$ cat src/uabl_pkg.sv
// Constants, types and shared functions of the serial channel with IR and loopback
package uabl_pkg;

	// ********************************************
	// Register map (byte addresses, one word each)
	// ********************************************
	localparam logic [31:0] UABL_CH0_BASE = 32'h5000_0000;
	localparam logic [31:0] UABL_CH1_BASE = 32'h5000_4000;
	localparam logic [31:0] UABL_CH2_BASE = 32'h5000_8000;
	localparam int          OFS_W         = 12;
	localparam logic [11:0] OFS_LINE      = 12'h000;
	localparam logic [11:0] OFS_CTRL      = 12'h004;
	localparam logic [11:0] OFS_STAT      = 12'h010;
	localparam logic [11:0] OFS_ERR       = 12'h014;
	localparam logic [11:0] OFS_TXH       = 12'h020;
	localparam logic [11:0] OFS_RXH       = 12'h024;
	localparam logic [11:0] OFS_DIV       = 12'h028;

	// ********************************************
	// Fields and reset values
	// ********************************************
	localparam logic [7:0]  LC_RST        = 8'h00;
	localparam logic [7:0]  LC_MASK       = 8'h7F;
	localparam int          LC_IR_BIT     = 6;
	localparam int          LC_STOP_BIT   = 2;
	localparam logic [15:0] CC_RST        = 16'h0000;
	localparam logic [15:0] DIV_RST       = 16'h0000;
	localparam int          CC_ERRIE_BIT  = 6;
	localparam int          CC_LOOP_BIT   = 5;
	localparam logic [1:0]  CLK_SEL_EXT   = 2'h1;
	localparam logic [1:0]  CLK_SEL_CORE  = 2'h3;
	localparam logic [2:0]  PAR_ODD       = 3'h4;
	localparam logic [2:0]  PAR_EVEN      = 3'h5;
	localparam logic [2:0]  PAR_ONE       = 3'h6;
	localparam int          ERR_OVR       = 0;
	localparam int          ERR_PAR       = 1;
	localparam int          ERR_FRM       = 2;
	localparam int          ERR_BRK       = 3;
	localparam int          ST_RXRDY      = 0;
	localparam int          ST_TXHE       = 1;
	localparam int          ST_TXE        = 2;

	// ********************************************
	// Bit timing in 16x oversampling ticks
	// ********************************************
	localparam logic [3:0]  LAST_TICK     = 4'hF;
	localparam logic [3:0]  MID_TICK      = 4'h7;
	localparam logic [3:0]  IR_PULSE      = 4'h3;
	localparam logic [1:0]  WL_EIGHT      = 2'h3;

	typedef enum logic [2:0] {TX_IDLE, TX_START, TX_DATA, TX_PAR, TX_STOP} uabl_tx_st_t;
	typedef enum logic [2:0] {RX_IDLE, RX_START, RX_DATA, RX_PAR, RX_STOP} uabl_rx_st_t;

	// Parity bit for the active data bits of a character
	function automatic logic uabl_parity(input logic [7:0] d, input logic [1:0] wl,
		input logic [2:0] pm);
		logic [7:0] m;
		m = d & (8'hFF >> (WL_EIGHT - wl));
		case (pm)
			PAR_ODD:  uabl_parity = ~^m;
			PAR_EVEN: uabl_parity = ^m;
			PAR_ONE:  uabl_parity = 1'b1;
			default:  uabl_parity = 1'b0;
		endcase
	endfunction

	// Merge a 16-bit register with write data under byte enables
	function automatic logic [15:0] uabl_be16(input logic [15:0] old, input logic [15:0] wd,
		input logic [1:0] be);
		uabl_be16 = {be[1] ? wd[15:8] : old[15:8], be[0] ? wd[7:0] : old[7:0]};
	endfunction

endpackage

$ cat src/uabl_top.sv
// Serial channel top: register slave, transmitter, receiver, error-tagged receive FIFO
// Behaviour
// - Receive error interrupt waits until the faulty character is next to be read.
// - One error interrupt per faulty character, none for the first character after an error register read of the empty FIFO; clean characters raise none.
// - One baud generator clocks both transmitter and receiver.
// - Baud source is peripheral clock, divided core clock or external clock.
// - Bit rate is source divided by sixteen times divisor plus one.
// - Loopback routes the transmit line into the receiver internally.
// - Infrared transmit sends a 3/16 bit pulse for each zero bit.
// - Infrared receive detects a short pulse within a bit as zero.
// - Line control bit 6 selects normal or infrared signalling.
// - Line control bits 5..3 select none, odd, even, forced one, forced zero parity.
// - Line control bit 2 selects one or two stop bits.
// - Line control bits 1..0 at 00 select five data bits.
// - Frame is start, five to eight data, optional parity, one or two stops.
`timescale 1ns/100ps
`default_nettype none
module uabl_top
	import uabl_pkg::*;
#(
	parameter logic [31:0] BASE_ADDR = UABL_CH0_BASE,
	parameter int          DEPTH     = 64
) (
	// Clock and reset
	input  wire logic        clk_i,
	input  wire logic        resetn_i,
	// Avalon-MM slave
	input  wire logic [31:0] avs_address_i,
	input  wire logic        avs_read_i,
	input  wire logic        avs_write_i,
	input  wire logic [31:0] avs_writedata_i,
	input  wire logic [3:0]  avs_byteenable_i,
	output logic [31:0]      avs_readdata_o,
	output logic             avs_waitrequest_o,
	// Baud sources
	input  wire logic        divided_core_clock_i,
	input  wire logic        external_baud_source_i,
	// Serial line
	input  wire logic        rxd_i,
	output logic             txd_o,
	// Receive error interrupt
	output logic             rx_error_int_o
);

	localparam int AW = $clog2(DEPTH);
	localparam logic [AW:0] FULL = (AW + 1)'(DEPTH);

	// ********************************************
	// Register bus slave
	// ********************************************
	logic [7:0]  line_control_reg_q;
	logic [15:0] channel_control_reg_q;
	logic [15:0] baud_divisor_reg_q;
	logic [7:0]  hold_q;
	logic        hold_full_q;
	logic [31:0] rd_d;
	logic        hit;
	logic [11:0] ofs;
	logic        wr_en;
	logic        rd_en;
	logic        tx_take;

	assign hit   = (avs_address_i[31:OFS_W] == BASE_ADDR[31:OFS_W]);
	assign ofs   = avs_address_i[OFS_W-1:0];
	// Effects happen only at the edge where the master sees waitrequest low
	assign wr_en = avs_write_i && !avs_waitrequest_o && hit;
	assign rd_en = avs_read_i && !avs_waitrequest_o && hit;

	// Waitrequest drops for exactly one cycle, one cycle after a request appears
	always_ff @(posedge clk_i) begin
		if (!resetn_i) begin
			avs_waitrequest_o <= 1'b1;
			avs_readdata_o    <= 32'h0000_0000;
		end else if ((avs_read_i || avs_write_i) && avs_waitrequest_o) begin
			avs_waitrequest_o <= 1'b0;
			avs_readdata_o    <= avs_read_i ? rd_d : 32'h0000_0000;
		end else begin
			avs_waitrequest_o <= 1'b1;
		end
	end

	// Control registers; bit 7 of line control never stores
	always_ff @(posedge clk_i) begin
		if (!resetn_i) begin
			line_control_reg_q    <= LC_RST;
			channel_control_reg_q <= CC_RST;
			baud_divisor_reg_q    <= DIV_RST;
		end else if (wr_en) begin
			case (ofs)
				OFS_LINE: begin
					if (avs_byteenable_i[0]) begin
						line_control_reg_q <= avs_writedata_i[7:0] & LC_MASK;
					end
				end
				OFS_CTRL: channel_control_reg_q <= uabl_be16(channel_control_reg_q,
					avs_writedata_i[15:0], avs_byteenable_i[1:0]);
				OFS_DIV:  baud_divisor_reg_q <= uabl_be16(baud_divisor_reg_q,
					avs_writedata_i[15:0], avs_byteenable_i[1:0]);
				default: ;
			endcase
		end
	end

	// Transmit holding byte; a write while it is full is dropped
	always_ff @(posedge clk_i) begin
		if (!resetn_i) begin
			hold_q      <= 8'h00;
			hold_full_q <= 1'b0;
		end else if (wr_en && ofs == OFS_TXH && avs_byteenable_i[0] && !hold_full_q) begin
			hold_q      <= avs_writedata_i[7:0];
			hold_full_q <= 1'b1;
		end else if (tx_take) begin
			hold_full_q <= 1'b0;
		end
	end

	// Decoded settings
	logic       ir;
	logic       two_stop;
	logic [2:0] par_mode;
	logic [1:0] wl;
	logic [2:0] nlast;
	logic       par_en;
	logic       loop;
	logic       errie;

	assign ir       = line_control_reg_q[LC_IR_BIT];
	assign two_stop = line_control_reg_q[LC_STOP_BIT];
	assign par_mode = line_control_reg_q[5:3];
	assign par_en   = par_mode[2];
	assign wl       = line_control_reg_q[1:0];
	assign nlast    = {1'b1, wl};
	assign loop     = channel_control_reg_q[CC_LOOP_BIT];
	assign errie    = channel_control_reg_q[CC_ERRIE_BIT];

	// ********************************************
	// Baud generator shared by both directions
	// ********************************************
	logic tick16;

	uabl_baud u_baud (
		.clk_i      (clk_i),
		.resetn_i   (resetn_i),
		.clk_sel_i  (channel_control_reg_q[11:10]),
		.divisor_i  (baud_divisor_reg_q),
		.core_div_i (divided_core_clock_i),
		.ext_i      (external_baud_source_i),
		.tick16_o   (tick16)
	);

	// ********************************************
	// Transmitter
	// ********************************************
	uabl_tx_st_t tx_st_q;
	logic [3:0]  tsub_q;
	logic [2:0]  tbit_q;
	logic [7:0]  tsh_q;
	logic        tpar_q;
	logic        tx_line_q;
	logic        tbit_v;
	logic        tlast;

	assign tx_take = tick16 && tx_st_q == TX_IDLE && hold_full_q;
	assign tlast   = (tsub_q == LAST_TICK);

	// Frame sequencer, one bit per sixteen ticks
	always_ff @(posedge clk_i) begin
		if (!resetn_i) begin
			tx_st_q <= TX_IDLE;
			tsub_q  <= 4'h0;
			tbit_q  <= 3'h0;
			tsh_q   <= 8'h00;
			tpar_q  <= 1'b0;
		end else if (tick16) begin
			tsub_q <= tsub_q + 4'h1;
			case (tx_st_q)
				TX_IDLE: begin
					tsub_q <= 4'h0;
					if (hold_full_q) begin
						tx_st_q <= TX_START;
						tsh_q   <= hold_q;
						tpar_q  <= uabl_parity(hold_q, wl, par_mode);
					end
				end
				TX_START: begin
					if (tlast) begin
						tx_st_q <= TX_DATA;
						tbit_q  <= 3'h0;
					end
				end
				TX_DATA: begin
					if (tlast) begin
						tsh_q  <= {1'b0, tsh_q[7:1]};
						tbit_q <= tbit_q + 3'h1;
						if (tbit_q == nlast) begin
							tx_st_q <= par_en ? TX_PAR : TX_STOP;
							tbit_q  <= 3'h0;
						end
					end
				end
				TX_PAR: begin
					if (tlast) begin
						tx_st_q <= TX_STOP;
					end
				end
				TX_STOP: begin
					if (tlast) begin
						if (two_stop && tbit_q == 3'h0) begin
							tbit_q <= 3'h1;
						end else begin
							tx_st_q <= TX_IDLE;
						end
					end
				end
				default: tx_st_q <= TX_IDLE;
			endcase
		end
	end

	// Logical bit value of the current slot
	always_comb begin
		case (tx_st_q)
			TX_START: tbit_v = 1'b0;
			TX_DATA:  tbit_v = tsh_q[0];
			TX_PAR:   tbit_v = tpar_q;
			default:  tbit_v = 1'b1;
		endcase
	end

	// Line encoding: NRZ, or a short pulse for each zero in infrared mode
	always_ff @(posedge clk_i) begin
		if (!resetn_i) begin
			tx_line_q <= 1'b1;
			txd_o     <= 1'b1;
		end else begin
			tx_line_q <= ir ? (!tbit_v && tsub_q < IR_PULSE) : tbit_v;
			txd_o     <= loop ? 1'b1 : tx_line_q;
		end
	end

	// ********************************************
	// Receiver
	// ********************************************
	logic [2:0]  rsync_q;
	logic        rx_lvl_q;
	logic        rx_in;
	logic        act;
	logic        rx_v;
	logic        rlast;
	uabl_rx_st_t rx_st_q;
	logic [3:0]  rsub_q;
	logic [2:0]  rbit_q;
	logic [7:0]  rsh_q;
	logic        seen_q;
	logic        samp_q;
	logic        rpar_q;
	logic        rx_push;
	logic [7:0]  rx_data;
	logic [3:0]  rx_err;
	logic        samp_err_q;

	// Pin synchroniser; noise shorter than one clock is filtered
	always_ff @(posedge clk_i) begin
		if (!resetn_i) begin
			rsync_q  <= 3'h7;
			rx_lvl_q <= 1'b1;
		end else begin
			rsync_q <= {rsync_q[1:0], rxd_i};
			if (rsync_q[1] == rsync_q[2]) begin
				rx_lvl_q <= rsync_q[2];
			end
		end
	end

	assign rx_in   = loop ? tx_line_q : rx_lvl_q;
	assign act     = ir ? rx_in : !rx_in;
	assign rlast   = (rsub_q == LAST_TICK);
	// Infrared: any pulse in the bit window means zero; NRZ: mid-bit sample
	assign rx_v    = ir ? !(seen_q || act) : samp_q;
	assign rx_data = rsh_q >> (WL_EIGHT - wl);
	assign rx_push = tick16 && rx_st_q == RX_STOP && rlast && !(two_stop && rbit_q == 3'h0);
	assign rx_err  = {!rx_v && rx_data == 8'h00, !rx_v || samp_err_q, rpar_q, 1'b0};

	// Frame receiver, aligned to the detected start edge
	always_ff @(posedge clk_i) begin
		if (!resetn_i) begin
			rx_st_q    <= RX_IDLE;
			rsub_q     <= 4'h0;
			rbit_q     <= 3'h0;
			rsh_q      <= 8'h00;
			seen_q     <= 1'b0;
			samp_q     <= 1'b1;
			rpar_q     <= 1'b0;
			samp_err_q <= 1'b0;
		end else if (tick16) begin
			rsub_q <= rsub_q + 4'h1;
			seen_q <= rlast ? 1'b0 : (seen_q || act);
			if (rsub_q == MID_TICK) begin
				samp_q <= rx_in;
			end
			case (rx_st_q)
				RX_IDLE: begin
					rsub_q <= 4'h1;
					seen_q <= act;
					if (act) begin
						rx_st_q    <= RX_START;
						rpar_q     <= 1'b0;
						samp_err_q <= 1'b0;
					end
				end
				RX_START: begin
					if (rlast) begin
						rx_st_q <= rx_v ? RX_IDLE : RX_DATA;
						rbit_q  <= 3'h0;
					end
				end
				RX_DATA: begin
					if (rlast) begin
						rsh_q  <= {rx_v, rsh_q[7:1]};
						rbit_q <= rbit_q + 3'h1;
						if (rbit_q == nlast) begin
							rx_st_q <= par_en ? RX_PAR : RX_STOP;
							rbit_q  <= 3'h0;
						end
					end
				end
				RX_PAR: begin
					if (rlast) begin
						rpar_q  <= (rx_v != uabl_parity(rx_data, wl, par_mode));
						rx_st_q <= RX_STOP;
					end
				end
				RX_STOP: begin
					if (rlast) begin
						samp_err_q <= samp_err_q || !rx_v;
						if (two_stop && rbit_q == 3'h0) begin
							rbit_q <= 3'h1;
						end else begin
							rx_st_q <= RX_IDLE;
						end
					end
				end
				default: rx_st_q <= RX_IDLE;
			endcase
		end
	end

	// ********************************************
	// Receive FIFO with error tag per character
	// ********************************************
	logic [7:0]  dat_mem [DEPTH];
	logic [3:0]  err_mem [DEPTH];
	logic [AW-1:0] wptr_q;
	logic [AW-1:0] rptr_q;
	logic [AW:0]   cnt_q;
	logic        pop;
	logic        push_ok;
	logic [3:0]  head_err;
	logic        err_read_q;

	assign pop      = rd_en && ofs == OFS_RXH && cnt_q != '0;
	assign push_ok  = rx_push && cnt_q != FULL;
	assign head_err = (cnt_q != '0) ? err_mem[rptr_q] : 4'h0;

	// A character that finds the FIFO full is lost and tags the newest entry
	always_ff @(posedge clk_i) begin
		if (!resetn_i) begin
			wptr_q <= '0;
			rptr_q <= '0;
			cnt_q  <= '0;
		end else begin
			if (push_ok) begin
				dat_mem[wptr_q] <= rx_data;
				err_mem[wptr_q] <= rx_err;
				wptr_q          <= wptr_q + 1'b1;
			end else if (rx_push) begin
				err_mem[wptr_q - 1'b1][ERR_OVR] <= 1'b1;
			end
			if (pop) begin
				rptr_q <= rptr_q + 1'b1;
			end
			cnt_q <= cnt_q + (AW + 1)'(push_ok) - (AW + 1)'(pop);
		end
	end

	// Error entry is acknowledged by reading the error register, freed by the character read
	always_ff @(posedge clk_i) begin
		if (!resetn_i) begin
			err_read_q <= 1'b0;
		end else if (pop) begin
			err_read_q <= 1'b0;
		end else if (rd_en && ofs == OFS_ERR) begin
			err_read_q <= 1'b1;
		end
	end

	// Error interrupt only for the character at the read side
	always_ff @(posedge clk_i) begin
		if (!resetn_i) begin
			rx_error_int_o <= 1'b0;
		end else begin
			rx_error_int_o <= errie && head_err != 4'h0 && !err_read_q;
		end
	end

	// Read data multiplexer
	always_comb begin
		rd_d = 32'h0000_0000;
		if (hit) begin
			case (ofs)
				OFS_LINE: rd_d = {24'h000000, line_control_reg_q};
				OFS_CTRL: rd_d = {16'h0000, channel_control_reg_q};
				OFS_DIV:  rd_d = {16'h0000, baud_divisor_reg_q};
				OFS_ERR:  rd_d = {28'h0000000, head_err};
				OFS_RXH:  rd_d = {24'h000000, dat_mem[rptr_q]};
				OFS_STAT: begin
					rd_d[ST_RXRDY] = (cnt_q != '0);
					rd_d[ST_TXHE]  = !hold_full_q;
					rd_d[ST_TXE]   = (tx_st_q == TX_IDLE) && !hold_full_q;
				end
				default: rd_d = 32'h0000_0000;
			endcase
		end
	end

	// ********************************************
	// Checks
	// ********************************************
	logic [16:0] gap_q;
	logic        gap_arm_q;

	// Cycles since the last baud tick, armed only while settings stay untouched
	always_ff @(posedge clk_i) begin
		if (!resetn_i) begin
			gap_q     <= 17'h00000;
			gap_arm_q <= 1'b0;
		end else begin
			gap_q     <= tick16 ? 17'h00000 : gap_q + 17'h00001;
			gap_arm_q <= wr_en ? 1'b0 : (tick16 || gap_arm_q);
		end
	end
endmodule
`default_nettype wire

$ cat src/uabl_baud.sv
// Baud tick generator: source select, pin synchronisers and divisor counter
`timescale 1ns/100ps
`default_nettype none
module uabl_baud
	import uabl_pkg::*;
(
	// Clock and reset
	input  wire logic        clk_i,
	input  wire logic        resetn_i,
	// Settings
	input  wire logic [1:0]  clk_sel_i,
	input  wire logic [15:0] divisor_i,
	// Slow sources from pins
	input  wire logic        core_div_i,
	input  wire logic        ext_i,
	// 16x oversampling tick
	output logic             tick16_o
);

	// ********************************************
	// Pin synchronisers
	// ********************************************
	logic [2:0] sync_q [2];
	logic [1:0] lvl_q;
	logic [1:0] rise;
	logic       src_tick;
	logic [15:0] cnt_q;

	// Three stages; a level only counts once stages two and three agree
	always_ff @(posedge clk_i) begin
		if (!resetn_i) begin
			sync_q[0] <= 3'h0;
			sync_q[1] <= 3'h0;
			lvl_q     <= 2'h0;
		end else begin
			sync_q[0] <= {sync_q[0][1:0], core_div_i};
			sync_q[1] <= {sync_q[1][1:0], ext_i};
			for (int i = 0; i < 2; i++) begin
				if (sync_q[i][1] == sync_q[i][2]) begin
					lvl_q[i] <= sync_q[i][2];
				end
			end
		end
	end

	// Rising edges of the filtered levels
	always_comb begin
		for (int i = 0; i < 2; i++) begin
			rise[i] = (sync_q[i][1] == sync_q[i][2]) && sync_q[i][2] && !lvl_q[i];
		end
		case (clk_sel_i)
			CLK_SEL_EXT:  src_tick = rise[1];
			CLK_SEL_CORE: src_tick = rise[0];
			default:      src_tick = 1'b1;
		endcase
	end

	// ********************************************
	// Divide by divisor plus one
	// ********************************************
	// A divisor lowered below the running count wraps at once, not after 64K ticks
	always_ff @(posedge clk_i) begin
		if (!resetn_i) begin
			cnt_q    <= 16'h0000;
			tick16_o <= 1'b0;
		end else begin
			tick16_o <= 1'b0;
			if (src_tick) begin
				if (cnt_q >= divisor_i) begin
					cnt_q    <= 16'h0000;
					tick16_o <= 1'b1;
				end else begin
					cnt_q <= cnt_q + 16'h0001;
				end
			end
		end
	end

endmodule
`default_nettype wire

$ cat config.mk
export PLATFORM = sky130hd
export DESIGN_NAME = uabl_top
export DESIGN_NICKNAME = d
export VERILOG_FILES = /design/src/uabl_pkg.sv /design/src/uabl_top.sv /design/src/uabl_baud.sv
export SDC_FILE = /design/constraint.sdc
export NUM_CORES = 1
export LEC_CHECK = 0
export BUFFER_PORTS_ARGS = -buffer_cell sky130_fd_sc_hd__buf_2
export CORE_MARGIN = 4
export CORE_UTILIZATION = 62
export DETAILED_ROUTE_END_ITERATION = 8
export HOLD_SLACK_MARGIN = 0.1
export PLACE_DENSITY = 0.79
export SLEW_MARGIN = 20
export SYNTH_ARGS = -nofsm -noshare
export SYNTH_HDL_FRONTEND = slang
export SYNTH_SLANG_ARGS = --single-unit
$ cat constraint.sdc
create_clock -name clk_i -period 6.95 [get_ports clk_i]
set_input_delay 1.39 -clock clk_i [delete_from_list [all_inputs] [get_ports clk_i]]
set_output_delay 1.39 -clock clk_i [all_outputs]
set_load 0.01 [all_outputs]
==> results.yml, run 1 <==
timing:
  setup_tns_ns: 0
  max_clock_freq_mhz: 214
  rsz0062_at_grt: "no"
  setup_viol: 0
  finalWorstSetupSlack_ns: 2.28
  tightest_slew_ns: 1.19
  drv_slew: 0
  layout_min_cycle_time_ns: 4.67
  clock_skew_ns: 0.0357
  fin_hold_ws_ns: 0.414
  period_share_pct: 67.2
  finalHoldViolCount: 0
  slew_headroom_pct: 20.9
critical_path:
  r2r_start: "rx_st_q[2]"
  critPathKind: "in -> reg"
  crit_path_start_kind: "input pin"
  arrival_ns: 5.18
  required_ns: 7.46
  crit_fanout: 5
  reg2reg_slack_ns: 2.78
  crit_start: "avs_address_i[7]"
  end_kind: "flop"
status:
  status: "finished, final reports clean"
floorplanning:
  core_area_sq_um: 61800
  io-pin-count: 110
  die_area_sq_um: 66700
  rows: 91
  initial_utilization_pct: 62.9
  die_h_um: 258
  die_x_um: 258
synth:
  post_synth_inst_count: 2508
  syn_avg_cell_area_sq_um: 15.5
  ys_async_sr_fraction_pct: 0
  yosysSeqAreaShare_pct: 67.8
  synth_flop_cell: "edfxtp_1"
  ys_ff_latch: 932
  synth_edf_count: 768
  synth_cell_types: 83
  yosysWarnings: 0
  synth_area_sq_um: 38900
cells_and_area:
  ff_latch_area_sq_um: 26400
  fillerInstances: 3838
  layout-drive-gt1-share_pct: 19.1
  nNetsFinal: 2676
  diodes: 0
  area.growth.synth_to_final_pct: 10.5
  multi_input_area_sq_um: 11600
  most-common-layout-cells: "edfxtp_1 (768), nor2_1 (339), mux4_2 (209)"
  final_common_cell: "edfxtp_1"
power:
  p_leak_nw: 14.2
  power_density_nw_per_um2: 258
  vdd_drop_max_uv: 242
detailed_routing:
  dr.first_iter.drc_count: 2976
  ant_nets: 0
  vias_per_cell: 6.61
  routedWlPerCell_um: 26.7
  drt_drc_violations_left: 0
  vias: 23000
  dr.pass1.iters: 6
  wl_um: 93000
global_routing:
  antenna_found_initial: 1
  grt_pass1_vias: 23000
  grt.busiest_layer: "met2"
  grt_max_degree: 146
  use_met3_pct: 5.81
  grt_first_pass_wirelength_um: 142000
  grt-ovfl-total: 0
  met2_usage_pct: 44.5
  grt_util_met1_pct: 39.2
  grtUsageTotal_pct: 28.0
cts:
  cts_buffers: 92
  cts_resized: 0
  htreeDepth: 3
  hold_buffers: 0
  cts.path.max_buffers: 3
  clk_pin_slew_ns: 0.06
  numClockSinks: 932
  cts_root_buf: "clkbuf_16"
  cts_setup_buffers: 0
  clk_latency_ns: 0.65
  cts_tree: "done"
worst_hold_path:
  min_from: "rsync_q[0]"
  worstHoldPathType: "reg -> reg"
placed_design:
  dp_hpwl_um: 55000
  place.port_buffers: 75
  globalplace.congestion: 0.859
  pre_cts_slack_ns: 1.70
job:
  cap_violations: 0
[path summary, 6_finish.rpt]
path	cells past startpoint	endpoint
worst max-delay path	17	cnt_q[6]
worst min-delay path	1	rsync_q[1]
worst max register to register	7	dat_mem[27][2]
worst min register to register	1	rsync_q[1]
[cell usage after synthesis, types with 5 or more instances]
master / instances / area, sq um
edfxtp_1: 768 / 23100
nor2_1: 340 / 1280
mux4_2: 209 / 4710
dfxtp_1: 164 / 3280
nand2_1: 120 / 450
a21oi_1: 97 / 485
clkbuf_1: 84 / 315
mux2i_1: 69 / 691
inv_1: 50 / 188
nand3_1: 46 / 230
a22oi_1: 40 / 300
ha_1: 39 / 488
o21ai_0: 36 / 180
buf_2: 31 / 155
xnor2_1: 31 / 272
nor3_1: 28 / 140
nand2b_1: 25 / 156
buf_4: 24 / 180
and3_1: 20 / 125
and2_1: 17 / 106
nor2b_1: 16 / 100
buf_1: 15 / 56.3
nand4_1: 15 / 93.8
a211oi_1: 14 / 105
xor2_1: 14 / 123
or3_1: 13 / 81.3
o22ai_1: 12 / 75.1
or2_2: 11 / 68.8
buf_6: 10 / 113
a21o_1: 9 / 67.6
nand3b_1: 9 / 67.6
a31oi_1: 8 / 50.1
nor4_1: 8 / 50.1
mux2_2: 7 / 78.8
o21ai_1: 7 / 35.0
o211ai_1: 6 / 45.0
and4_1: 5 / 43.8
nand4b_1: 5 / 43.8
nor4bb_1: 5 / 50.1
[report_power, final]
| group | switching, mW | leakage (nW) | internal (mW) |
|---|---|---|---|
| combinational | 0.0406 | 3.80 | 0.0202 |
| clock | 2.14 | 1.50 | 2.91 |
| sequential | 0.00205 | 8.94 | 5.96 |
[critical path, stage by stage]
cell	delay (ns)
buf_2	0.10
or4_4	0.54
or4_4	0.47
or3_1	0.53
nor3_1	0.35
ha_1	0.31
inv_1	0.06
ha_1	0.16
inv_1	0.06
fa_1	0.44
inv_1	0.08
a21oi_1	0.06
nor2_1	0.12
o21ai_0	0.13
a21oi_1	0.19
or3_1	0.13
a21oi_1	0.06
[area by class of cell]
type / instances / area share (%)
Timing Repair Buffer: 108 / 1.51
Multi-Input combinational cell: 1373 / 27.1
Clock buffer: 113 / 5.64
Tap cell: 837 / 2.44
Inverter: 54 / 0.475
Clock inverter: 60 / 1.50
Sequential cell: 932 / 61.4
[layer usage]
| metal | wire [um] | up-vias |
|---|---|---|
| met2 | 45100 | 1427 |
| li1 | - | 9724 |
| met1 | 34700 | 11600 |
| met5 | 36 | - |
| met3 | 9400 | 237 |
| met4 | 3750 | 2 |
[flip-flops by register name, summed over array words and instances (netlist names), 6 cells and up, named ones only]
register,cells
wptr_q,6
line_control_reg_q,7
tsh_q,8
rptr_q,6
baud_divisor_reg_q,16
channel_control_reg_q,16
u_baud.sync_q,6
hold_q,8
rsh_q,8
err_mem,256
avs_readdata_o,16
u_baud.cnt_q,16
cnt_q,7
dat_mem,512
[kinds of logic (layout without fill, tap and decap cells)]
kind of cell / count (synthesis) / count (layout) / share of synthesized area [%]
muxes: 285 / 285 / 14.1
other: 1 / 16 / 0.00965
adders and majority gates: 40 / 40 / 1.31
and+or+nand+nor: 709 / 709 / 8.57
DFF: 932 / 932 / 67.8
xor gates and xnor gates: 45 / 45 / 1.01
AOI/OAI and AO/OA: 278 / 278 / 4.58
buffers and inverters: 218 / 335 / 2.63
[through the flow]
step	power, mW	std cells	area [sq um]	util (%)
floorplan	6.12	2523	38900	-
global placement	6.14	3304	39900	64.5
detailed placement	6.14	3304	39900	64.5
CTS	11.1	3477	42900	69.5
global route	11.4	3477	43000	69.5
finish	11.1	3477	43000	69.5
(Power assumes the default switching activity.)
==> run 2: changes to the inputs <==
clock period = 4.6 ns   (was 6.95 ns; I/O delays follow)
==> run 2 against run 1 <==
Against the previous run: power increased by 45%; first-iteration DRC count rose by 1.7%; clock skew is 0.0087 ns lower; largest power group unchanged; worst hold slack improved by 0.0076 ns; critical path type is now reg -> reg; critical path depth fell by 10.
==> results.yml, run 2 (synthesized netlist as in run 1, its figures left out) <==
cells_and_area:
  reg_top3: "dat_mem (512), err_mem (256)"
  area.growth.synth_to_final_pct: 10.7
  ff_latch_area_sq_um: 26400
  most-common-layout-cells: "edfxtp_1 (768), nor2_1 (339), mux4_2 (209)"
  final_common_cell: "edfxtp_1"
  nNetsFinal: 2707
  fin_area_sq_um: 43000
  largest_reg_flops: 512
  fillerInstances: 3780
  top_register: "dat_mem"
  multi_input_area_sq_um: 11700
  layout-drive-gt1-share_pct: 19.7
power:
  power_mw: 16.1
  vdd_drop_max_uv: 307
  p_leak_nw: 13.9
  power_density_nw_per_um2: 374
critical_path:
  crit_fanout: 15
  end_kind: "flop"
  crit_path_start_kind: "flop"
  critPathKind: "reg -> reg"
  arrival_ns: 4.29
  required_ns: 4.84
global_routing:
  antenna_found_initial: 2
  grt_first_pass_wirelength_um: 141000
  grt_pass1_vias: 23000
  grt-ovfl-total: 0
  grtUsageTotal_pct: 27.8
  grt_max_degree: 96
detailed_routing:
  wl_met1_um: 34700
  vias: 23000
  dr.first_iter.drc_count: 3027
  top_layer: "met5"
  dr.pass1.iters: 6
  vias_per_cell: 6.57
  met3_length_um: 9210
  drt_drc_violations_left: 0
  wl_um: 92600
  routedWlPerCell_um: 26.5
  route.met2.wl_um: 45000
  ant_nets: 0
timing:
  tightest_slew_ns: 1.19
  clock_skew_ns: 0.0270
  setup_tns_ns: 0
  finalHoldViolCount: 0
  setup_viol: 0
  slew_headroom_pct: 20.7
  layout_min_cycle_time_ns: 4.05
  period_share_pct: 88.0
  max_clock_freq_mhz: 247
  drv_slew: 0
  rsz0062_at_grt: "no"
job:
  cap_violations: 0
floorplanning:
  initial_utilization_pct: 62.9
  core_area_sq_um: 61800
  die_h_um: 258
  io-pin-count: 110
  rows: 91
  die_x_um: 258
  die_area_sq_um: 66700
worst_hold_path:
  worstHoldPathType: "reg -> reg"
cts:
  hold_buffers: 0
  cts_root_buf: "clkbuf_16"
  clk_pin_slew_ns: 0.06
  htreeDepth: 3
  cts_buffers: 88
  clk_latency_ns: 0.65
  cts_setup_buffers: 0
  cts.path.max_buffers: 3
  cts_resized: 0
  cts_tree: "done"
  numClockSinks: 932
placed_design:
  dpl_cell_area_sq_um: 40200
  place.port_buffers: 75
  globalplace.congestion: 0.897
  dp_hpwl_um: 57800
status:
  status: "finished, final reports clean"
[run 2: worst max-delay path, stage by stage, from the launching register on]
cell	delay [ns]
dfxtp_1	0.59
nor3b_2	0.41
nand2_1	0.15
nor3b_2	0.43
inv_1	0.15
nor3_1	0.50
nand2_1	0.57
nor2_1	0.86
[run 2: metrics by stage]
stage                     setup slack [ns]  std cells  hold WS, ns  util [%]
after floorplan                     -0.383       2523        0.386         -
after global placement              0.0935       3338        0.396      65.1
after detailed placement            0.0205       3338        0.413      65.1
after CTS                            0.636       3497        0.431      69.5
after global routing                 0.302       3498        0.441      69.6
final                                0.552       3499        0.422      69.6
[run 2: report_power, final]
group	total, mW	switching, mW	internal [mW]
registers	9.00	0.00359	9.00
logic	0.0931	0.0620	0.0311
clock network	6.97	3.10	3.87
[run 2: final timing paths]
kind | start | endpoint | slack (ns) | depth (start not counted)
worst max-delay path | rx_st_q[2] | dat_mem[40][4] | 0.55 | 7
worst min-delay path | rsync_q[0] | rsync_q[1] | 0.42 | 1
worst max register to register | rx_st_q[2] | dat_mem[40][4] | 0.55 | 7
worst min register to register | rsync_q[0] | rsync_q[1] | 0.42 | 1
[run 2: layout make-up]
| class | instances | area share [%] |
|---|---|---|
| diodes | 1 | 0.00582 |
| well taps | 837 | 2.44 |
| flip-flops and latches | 932 | 61.3 |
| clock buffers | 122 | 5.63 |
| clock inverters | 37 | 0.722 |
| inverters | 54 | 0.474 |
| repair buffers | 143 | 2.31 |
| multi-input cells | 1373 | 27.1 |
[run 2: layer usage]
| layer | vias to the layer above | GRT usage (%) |
|---|---|---|
| li1 | 9771 | - |
| met1 | 11500 | 38.7 |
| met2 | 1414 | 44.4 |
| met3 | 256 | 5.32 |
| met4 | 2 | 10.8 |
| met5 | - | 0 |
